$ cat config.mk
export PLATFORM = sky130hd
export DESIGN_NAME = iac_ctrl
export DESIGN_NICKNAME = d
export VERILOG_FILES = /design/src/pkg/iac_pkg.sv /design/src/core/iac_ctrl.sv
export SDC_FILE = /design/constraint.sdc
export NUM_CORES = 1
export LEC_CHECK = 0
export BUFFER_PORTS_ARGS = -buffer_cell sky130_fd_sc_hd__buf_4
export CELL_PAD_IN_SITES_DETAIL_PLACEMENT = 0
export CELL_PAD_IN_SITES_GLOBAL_PLACEMENT = 1
export CORE_ASPECT_RATIO = 1.2
export CORE_UTILIZATION = 38
export DETAILED_ROUTE_END_ITERATION = 10
export GPL_ROUTABILITY_DRIVEN = 0
export PLACE_DENSITY_LB_ADDON = 0.1
export SLEW_MARGIN = 30
export SYNTH_ARGS = -nofsm -noshare
export SYNTH_HDL_FRONTEND = slang
export SYNTH_SLANG_ARGS = --single-unit
$ cat constraint.sdc
create_clock -name core_clk -period 3.51 [get_ports core_clk]
set_input_delay 0 -clock core_clk [delete_from_list [all_inputs] [get_ports core_clk]]
set_output_delay 0 -clock core_clk [all_outputs]
set_load 0.02 [all_outputs]
$ cat src/pkg/iac_pkg.sv
// constants, register map and carriers for the interrupt acknowledge block
// assumes a 32-bit classic wishbone master and one cpu clock
package iac_pkg;
   localparam int NUM_SRC = 9;
   localparam int IDX_W = 4;
   localparam int ADR_W = 5;
   // register byte addresses
   localparam logic [ADR_W-1:0] REG_REQ_LO = 5'h00;
   localparam logic [ADR_W-1:0] REG_REQ_HI = 5'h04;
   localparam logic [ADR_W-1:0] REG_MASK_LO = 5'h08;
   localparam logic [ADR_W-1:0] REG_MASK_HI = 5'h0C;
   localparam logic [ADR_W-1:0] REG_STATUS_WORD = 5'h10;
   localparam logic [ADR_W-1:0] REG_EVT_STAT = 5'h14;
   localparam logic [ADR_W-1:0] REG_EVT_MASK = 5'h18;
   localparam logic [ADR_W-1:0] REG_WINNER = 5'h1C;
   // reset values
   localparam logic [NUM_SRC-1:0] REQ_RST = 9'h000;
   localparam logic [NUM_SRC-1:0] MASK_RST = 9'h1FF;
   localparam logic [7:0] STATUS_RST = 8'h02;
   localparam logic [2:0] EVT_RST = 3'h0;
   // field positions
   localparam int EN_BIT = 7;
   localparam int HI_SRC = 8;
   localparam int EVT_NMI = 0;
   localparam int EVT_MASKABLE = 1;
   localparam int EVT_NEST = 2;
   // vector index used for the non-maskable source
   localparam logic [IDX_W-1:0] NMI_IDX = 4'hF;
   // timing of the maskable path, in cpu clocks
   localparam int LAT_MIN_CLK = 9;
   localparam int LAT_MAX_CLK = 19;

   typedef enum logic [1:0] {
      ST_IDLE,
      ST_PUSH_STATUS,
      ST_PUSH_PC,
      ST_LOAD_VEC
   } iac_state_e;

   // sequencer to controller
   typedef struct packed {
      logic instrEnd;
      logic flagRegInstr;
      logic enIrqExec;
      logic diExec;
      logic irqRetExec;
      logic [7:0] irqRetStatus;
   } iac_seq_s;

   // controller to sequencer
   typedef struct packed {
      logic busy;
      logic pushStatus;
      logic pushPc;
      logic vectorLoad;
      logic isNmi;
      logic [IDX_W-1:0] index;
      logic [7:0] savedStatus;
   } iac_ack_s;
endpackage : iac_pkg

$ cat src/core/iac_ctrl.sv
// interrupt acknowledge controller: flags, arbitration, save and vector
// assumes sequencer pulses instrEnd on the last clock of each instruction
// and stalls while ack.busy is high; source events are one-cycle pulses
//
// Notes on behaviour
// - nmi taken regardless of enable flag, before any maskable request.
// - nmi take: push status word, then pc, clear enable, load vector.
// - a second nmi preempts nmi service; software should avoid this.
// - maskable eligible when flag set, mask clear, and enable flag set.
// - maskable latency 9 to 19 clocks, longest before bit-test branches.
// - simultaneous eligible requests taken by fixed priority, highest first.
// - a request not yet takeable stays pending until conditions allow.
// - maskable take: push status word, then pc, clear enable, load vector.
// - flag set before the last clock: taken after current instruction.
// - flag set on the last clock: one more instruction runs first.
// - flag or mask manipulating instruction defers taking one more instruction.
// - while flag or mask registers are accessed, requests stay pending.
// - nesting only after the routine sets the enable flag again.
// - request during routine with enable clear is held until it returns.
// - nine maskable sources, priority 0 highest through 8 lowest.
// - request flag cleared on acceptance and by reset.
// - return restores saved status word including the enable flag.
//
// Implementation choices: the placing of the registers and register access over Wishbone.
`timescale 1ns/10ps
`default_nettype none
module iac_ctrl
   import iac_pkg::*;
(
   input wire logic core_clk,
   input wire logic reset,
   input wire logic wb_cyc_i,
   input wire logic wb_stb_i,
   input wire logic wb_we_i,
   input wire logic [ADR_W-1:0] wb_adr_i,
   input wire logic [3:0] wb_sel_i,
   input wire logic [31:0] wb_dat_i,
   output logic [31:0] wb_dat_o,
   output logic wb_ack_o,
   input wire logic [NUM_SRC-1:0] srcEvent,
   input wire logic nmiEvent,
   input wire iac_seq_s seq,
   output iac_ack_s ack,
   output logic globalIrqEnableFlag,
   output logic irq
);
   // flag state
   logic [NUM_SRC-1:0] sourceRequestFlag, next_sourceRequestFlag;
   logic [NUM_SRC-1:0] sourceMaskFlag, next_sourceMaskFlag;
   logic [7:0] statusWord, next_statusWord;
   logic nmiPending, next_nmiPending;
   logic nmiActive, next_nmiActive;
   logic deferFlag, next_deferFlag;
   logic [2:0] evtStat, next_evtStat;
   logic [2:0] evtMask, next_evtMask;
   // bus state
   logic busAck, next_busAck;
   logic [31:0] busData, next_busData;
   // acceptance state
   iac_state_e state, next_state;
   logic takeNmi, next_takeNmi;
   logic [IDX_W-1:0] winIdx, next_winIdx;
   logic [7:0] savedStatus, next_savedStatus;
   // decode
   logic busReq, busWr, busRd, lowLane, flagRegAccess, accept;
   logic anyElig;
   logic [IDX_W-1:0] prioIdx;
   logic [NUM_SRC-1:0] eligible, clrReq;

   // decode is combinational; only the flops below hold state.
   // flag and mask accesses block a take in the same cycle, which
   // keeps a take out of each single bus read or write of those registers
   assign busReq = wb_cyc_i & wb_stb_i;
   // writes and read side effects land on the edge that carries ack
   assign busWr = busReq & busAck & wb_we_i;
   assign busRd = busReq & busAck & ~wb_we_i;
   assign lowLane = wb_sel_i[0];
   assign flagRegAccess = busReq & ((wb_adr_i == REG_REQ_LO)
      | (wb_adr_i == REG_REQ_HI) | (wb_adr_i == REG_MASK_LO)
      | (wb_adr_i == REG_MASK_HI));

   // eligibility and fixed priority, lowest index wins
   always_comb begin
      eligible = sourceRequestFlag & ~sourceMaskFlag;
      anyElig = |eligible;
      prioIdx = '0;
      for (int i = NUM_SRC - 1; i >= 0; i--) begin
         if (eligible[i]) begin
            prioIdx = IDX_W'(i);
         end
      end
   end

   // take only at an instruction boundary; a flag that rises on the
   // boundary clock is not yet in the register and waits one instruction
   always_comb begin
      accept = 1'b0;
      if (state == ST_IDLE && seq.instrEnd && !deferFlag
            && !flagRegAccess) begin
         // nmi ignores the enable flag; maskable needs it set, so a
         // routine that never re-enables keeps new requests pending
         // until its return restores the saved status word
         accept = nmiPending
            | (anyElig & statusWord[EN_BIT]);
      end
   end

   // acceptance sequencer
   always_comb begin
      next_state = state;
      next_takeNmi = takeNmi;
      next_winIdx = winIdx;
      next_savedStatus = savedStatus;
      case (state)
         ST_IDLE: begin
            if (accept) begin
               next_state = ST_PUSH_STATUS;
               next_takeNmi = nmiPending;
               next_winIdx = nmiPending ? NMI_IDX : prioIdx;
               next_savedStatus = statusWord;
            end
         end
         ST_PUSH_STATUS: begin
            next_state = ST_PUSH_PC;
         end
         ST_PUSH_PC: begin
            next_state = ST_LOAD_VEC;
         end
         ST_LOAD_VEC: begin
            next_state = ST_IDLE;
         end
         default: begin
            next_state = ST_IDLE;
         end
      endcase
   end

   always_ff @(posedge core_clk) begin
      if (reset) begin
         state <= ST_IDLE;
         takeNmi <= 1'b0;
         winIdx <= '0;
         savedStatus <= STATUS_RST;
      end else begin
         state <= next_state;
         takeNmi <= next_takeNmi;
         winIdx <= next_winIdx;
         savedStatus <= next_savedStatus;
      end
   end

   // request and mask flags; a fresh event beats a same-cycle clear
   always_comb begin
      clrReq = '0;
      if (accept && !nmiPending) begin
         clrReq[prioIdx] = 1'b1;
      end
      next_sourceRequestFlag = sourceRequestFlag & ~clrReq;
      next_sourceMaskFlag = sourceMaskFlag;
      if (busWr && lowLane) begin
         case (wb_adr_i)
            REG_REQ_LO: begin
               next_sourceRequestFlag[HI_SRC-1:0] = wb_dat_i[HI_SRC-1:0];
            end
            REG_REQ_HI: begin
               next_sourceRequestFlag[HI_SRC] = wb_dat_i[0];
            end
            REG_MASK_LO: begin
               next_sourceMaskFlag[HI_SRC-1:0] = wb_dat_i[HI_SRC-1:0];
            end
            REG_MASK_HI: begin
               next_sourceMaskFlag[HI_SRC] = wb_dat_i[0];
            end
            default: begin
            end
         endcase
      end
      // new events are ORed in last; set flags stay until taken or rewritten over the bus
      next_sourceRequestFlag = next_sourceRequestFlag | srcEvent;
   end

   // status word, nmi tracking and deferral
   always_comb begin
      next_statusWord = statusWord;
      next_nmiPending = nmiPending;
      next_nmiActive = nmiActive;
      next_deferFlag = deferFlag;
      if (busWr && lowLane && wb_adr_i == REG_STATUS_WORD) begin
         next_statusWord = wb_dat_i[7:0];
      end
      // enable and disable instructions act at their own end; a take
      // in the same cycle still clears the flag further down
      if (seq.enIrqExec) begin
         next_statusWord[EN_BIT] = 1'b1;
      end
      if (seq.diExec) begin
         next_statusWord[EN_BIT] = 1'b0;
      end
      // return restores the whole word, enable flag included; it also
      // closes nmi service so a later nmi is not counted as nested
      if (seq.irqRetExec) begin
         next_statusWord = seq.irqRetStatus;
         next_nmiActive = 1'b0;
      end
      // last writer: a take beats enable, return and bus write
      if (accept) begin
         next_statusWord[EN_BIT] = 1'b0;
         if (nmiPending) begin
            next_nmiPending = 1'b0;
            next_nmiActive = 1'b1;
         end
      end
      if (nmiEvent) begin
         next_nmiPending = 1'b1;
      end
      // one boundary is skipped after a flag or mask instruction
      if (seq.instrEnd) begin
         next_deferFlag = seq.flagRegInstr;
      end
   end

   always_ff @(posedge core_clk) begin
      if (reset) begin
         sourceRequestFlag <= REQ_RST;
         sourceMaskFlag <= MASK_RST;
         statusWord <= STATUS_RST;
         nmiPending <= 1'b0;
         nmiActive <= 1'b0;
         deferFlag <= 1'b0;
      end else begin
         sourceRequestFlag <= next_sourceRequestFlag;
         sourceMaskFlag <= next_sourceMaskFlag;
         statusWord <= next_statusWord;
         nmiPending <= next_nmiPending;
         nmiActive <= next_nmiActive;
         deferFlag <= next_deferFlag;
      end
   end

   // event status: sticky, cleared by reading, set wins over the read
   always_comb begin
      next_evtStat = evtStat;
      next_evtMask = evtMask;
      if (busRd && wb_adr_i == REG_EVT_STAT) begin
         next_evtStat = EVT_RST;
      end
      if (busWr && lowLane && wb_adr_i == REG_EVT_MASK) begin
         next_evtMask = wb_dat_i[2:0];
      end
      if (accept) begin
         if (nmiPending) begin
            next_evtStat[EVT_NMI] = 1'b1;
         end else begin
            next_evtStat[EVT_MASKABLE] = 1'b1;
         end
         if (nmiPending && nmiActive) begin
            next_evtStat[EVT_NEST] = 1'b1;
         end
      end
   end

   always_ff @(posedge core_clk) begin
      if (reset) begin
         evtStat <= EVT_RST;
         evtMask <= EVT_RST;
      end else begin
         evtStat <= next_evtStat;
         evtMask <= next_evtMask;
      end
   end

   // wishbone slave: ack one cycle after the strobe, dropped the next;
   // unmapped addresses read zero and ignore writes but still answer
   always_comb begin
      next_busAck = busReq & ~busAck;
      next_busData = busData;
      if (busReq && !busAck) begin
         next_busData = '0;
         case (wb_adr_i)
            REG_REQ_LO: begin
               next_busData[HI_SRC-1:0] = sourceRequestFlag[HI_SRC-1:0];
            end
            REG_REQ_HI: begin
               next_busData[0] = sourceRequestFlag[HI_SRC];
            end
            REG_MASK_LO: begin
               next_busData[HI_SRC-1:0] = sourceMaskFlag[HI_SRC-1:0];
            end
            REG_MASK_HI: begin
               next_busData[0] = sourceMaskFlag[HI_SRC];
            end
            REG_STATUS_WORD: begin
               next_busData[7:0] = statusWord;
            end
            REG_EVT_STAT: begin
               next_busData[2:0] = evtStat;
            end
            REG_EVT_MASK: begin
               next_busData[2:0] = evtMask;
            end
            REG_WINNER: begin
               next_busData[IDX_W-1:0] = winIdx;
               next_busData[IDX_W] = (state != ST_IDLE);
               next_busData[IDX_W+1] = nmiActive;
            end
            default: begin
            end
         endcase
      end
   end

   always_ff @(posedge core_clk) begin
      if (reset) begin
         busAck <= 1'b0;
         busData <= '0;
      end else begin
         busAck <= next_busAck;
         busData <= next_busData;
      end
   end

   // both bus outputs are flops, so the master sees no glitch
   // between its request and the answer
   assign wb_ack_o = busAck;
   assign wb_dat_o = busData;

   // sequencer handshake; the 9 to 19 clock latency arises from the
   // boundary wait plus the three save and load steps
   always_comb begin
      ack.busy = (state != ST_IDLE);
      ack.pushStatus = (state == ST_PUSH_STATUS);
      ack.pushPc = (state == ST_PUSH_PC);
      ack.vectorLoad = (state == ST_LOAD_VEC);
      ack.isNmi = takeNmi;
      ack.index = winIdx;
      ack.savedStatus = savedStatus;
   end

   // live enable bit for the sequencer and for debug; the copy taken
   // on acceptance travels separately in ack.savedStatus
   assign globalIrqEnableFlag = statusWord[EN_BIT];
   // level interrupt while any unmasked event bit stands
   assign irq = |(evtStat & evtMask);
endmodule : iac_ctrl
`default_nettype wire

==> results.cfg <==
[status]
outcome = finished, final reports clean

[sta]
finalSetupTns_ns = 0
slew_violations = 0
period_share_pct = 65.5
fin_skew_ns = 0.00709
tightest_slew_ns = 0.845
rsz0062_at_grt = no
setup_violations = 0
period_minus_slack_ns = 2.30
fmax_ghz = 0.435
final_hold_viol_count = 0
slew_headroom_pct = 43.6

[yosys]
synth_top_area_share_pct = 37.9
synth_edf_count = 0
ys_top_cells_by_area = dfxtp_1, mux2i_1, buf_4
synth_most_common_cell = dfxtp_1
synthTopCellsByCount = dfxtp_1, nor2_1, a21oi_1, mux2i_1, nand2_1
synth-seq-cells = 59
netlist_area_um2 = 3110
synth_top_flop_cell = dfxtp_1
ys_types = 50
syn_inst = 349
synth-async-reset-ratio_pct = 0
syn_area_per_cell_um2 = 8.92
seq_area_frac_synth_pct = 37.9
ys_warn_count = 0
synth_top_area_cell = dfxtp_1

[hold_path]
min_path_type = primary input to flop

[clocking]
post_cts_buffers = 0
cts_tree = done
cts_sinks = 59
clock_path_buffers = 2
worst_skew_pair.late_latency_ns = 0.33
cts_made_buffers = 9
h-tree-depth = 3
clkTransAtPathRegs_ns = 0.07
cts_root_buffer = clkbuf_8

[setup_path]
arrival_ns = 2.50
regToRegSetupSlack_ns = 1.21
cp-start-kind = flop
cp-end-kind = flop
critical_path.max_fanout = 12
critPathRequiredTime_ns = 3.71
path_class = flop to flop

[route]
drt_wl_total_mm = 8.90
drt_pass1_iterations = 6
drtIter0Drc = 159
drcViolationCount = 0
num_vias = 2835
post_drt_wl_per_cell_um = 16.4
ant_nets = 0
vias_per_cell = 5.21

[final_layout]
final.fill_count = 739
layout.cells.non_filler = 544
final_nets = 522
syn2layout_area_growth_pct = 34.6
final_area_um2 = 4190
diodes = 0
drive_above_1_share_pct = 23.7

[floorplanning]
design.core.area_um2 = 7790
row_count = 35
die_w_um = 84.6
design.die.area_um2 = 8560
num_io_pins = 121
start_util_pct = 40.0
dieHeight_um = 101

[global_route]
antenna_found_initial = 0
grt_pass1_wl_mm = 14.3
grt_pass1_vias = 2814
grt_overflow_total = 0
grt_max_degree = 51
track_usage_pct = 22.2

[placed_design]
hpwl_mm = 6.56
place_inst = 500
port_buffers = 69
postPlaceCellArea_um2 = 3650

[power]
power.leakage_nw = 1.73
ir_worst_vdd_v = 0.000245
power.density_nw_per_um2 = 432

[flow_run]
maxCapViolations = 0
==> worst paths after layout <==
path	from	endpoint	depth (start not counted)
worst max-delay path	state[1]	savedStatus[4]	8
worst min-delay path	wb_stb_i	wb_ack_o	3
worst min register to register	wb_dat_o[4]	wb_dat_o[4]	2
worst max register to register	state[1]	savedStatus[4]	8
==> state kept, by name, summed over array words and instances (netlist names) <==
| register | count |
|---|---|
| evtMask | 3 |
| takeNmi | 1 |
| wb_dat_o | 8 |
| nmiPending | 1 |
| wb_ack_o | 1 |
| savedStatus | 8 |
| sourceRequestFlag | 9 |
| state | 2 |
| sourceMaskFlag | 9 |
| evtStat | 3 |
| deferFlag | 1 |
| statusWord | 8 |
| nmiActive | 1 |
| winIdx | 4 |
==> routing by layer <==
metal,global-route usage [%],vias up,part of all wire [%]
li1,-,1409,-
met1,28.4,1335,46
met2,37.9,79,48
met3,3.83,12,4.4
met4,7.82,0,1.4
met5,0,-,0
==> cell type report <==
cell class	count	area (um^2)	area share (%)
Clock inverter	4	97.6	2.33
Inverter	9	33.8	0.806
Sequential cell	59	1180	28.2
Tap cell	92	115	2.75
Clock buffer	11	151	3.61
Timing Repair Buffer	103	846	20.2
Multi-Input combinational cell	266	1770	42.1
==> where the power goes <==
part	leakage (nW)	switching, mW	internal [mW]
clock network	0.122	0.268	0.507
registers	0.482	0.0300	0.702
logic	1.13	0.169	0.135
total	1.73	0.467	1.34
==> critical path: stages, from the launching register on <==
cell and delay (ns):
dfxtp_1 0.33, inv_1 0.12, ha_1 0.19, nand3b_1 0.13
o21bai_1 0.25, a311oi_4 0.52, buf_4 0.34, mux2i_1 0.21
nor2_1 0.06
==> layout by cell type, fill, tap and decap left out, drive strengths merged, types with 2 or more instances in the layout <==
cell type	count
buf	74
dfxtp	59
nor2	41
dlygate4sd3	29
mux2i	27
nand2	27
a21oi	27
conb	24
clkbuf	11
nand2b	10
inv	9
nor2b	9
mux2	8
o21ai	8
o211ai	7
nor3	6
nand3	6
a221oi	5
ha	5
a311oi	5
a211oi	4
a22o	4
nor4	4
a222oi	3
a31oi	3
or3	3
nor3b	3
bufinv	3
nand3b	2
mux4	2
o21bai	2
a21boi	2
a211o	2
a2111oi	2
==> logic make-up (layout without fill, tap and decap cells) <==
logic type	after synthesis	in the layout	share of synthesized area, %
fa+ha+maj	5	5	2.01
mux	37	37	13.0
simple gates	119	119	19.6
xor+xnor	1	1	0.281
buf+inv	47	127	8.88
flops	59	59	37.9
compound gates	80	80	18.2
other cells	1	24	0.120
==> repair_timing <==
item	in CTS	in global routing
gates resized for setup	0	0
endpoints found under the hold margin	28	0
hold buffers	29	0
==> stage by stage <==
stage	power (mW)	util [%]	hold slack, ns	setup WS (ns)
after global placement	1.02	46.9	0.205	1.22
after CTS	1.83	53.8	0.00563	1.21
after floorplan	0.930	-	0.100	1.57
after global routing	1.90	53.8	0.0331	0.988
final	1.81	53.8	0.0212	1.21
after detailed placement	1.03	46.9	0.213	1.23
Note: power is estimated with default switching activity, not from simulation.
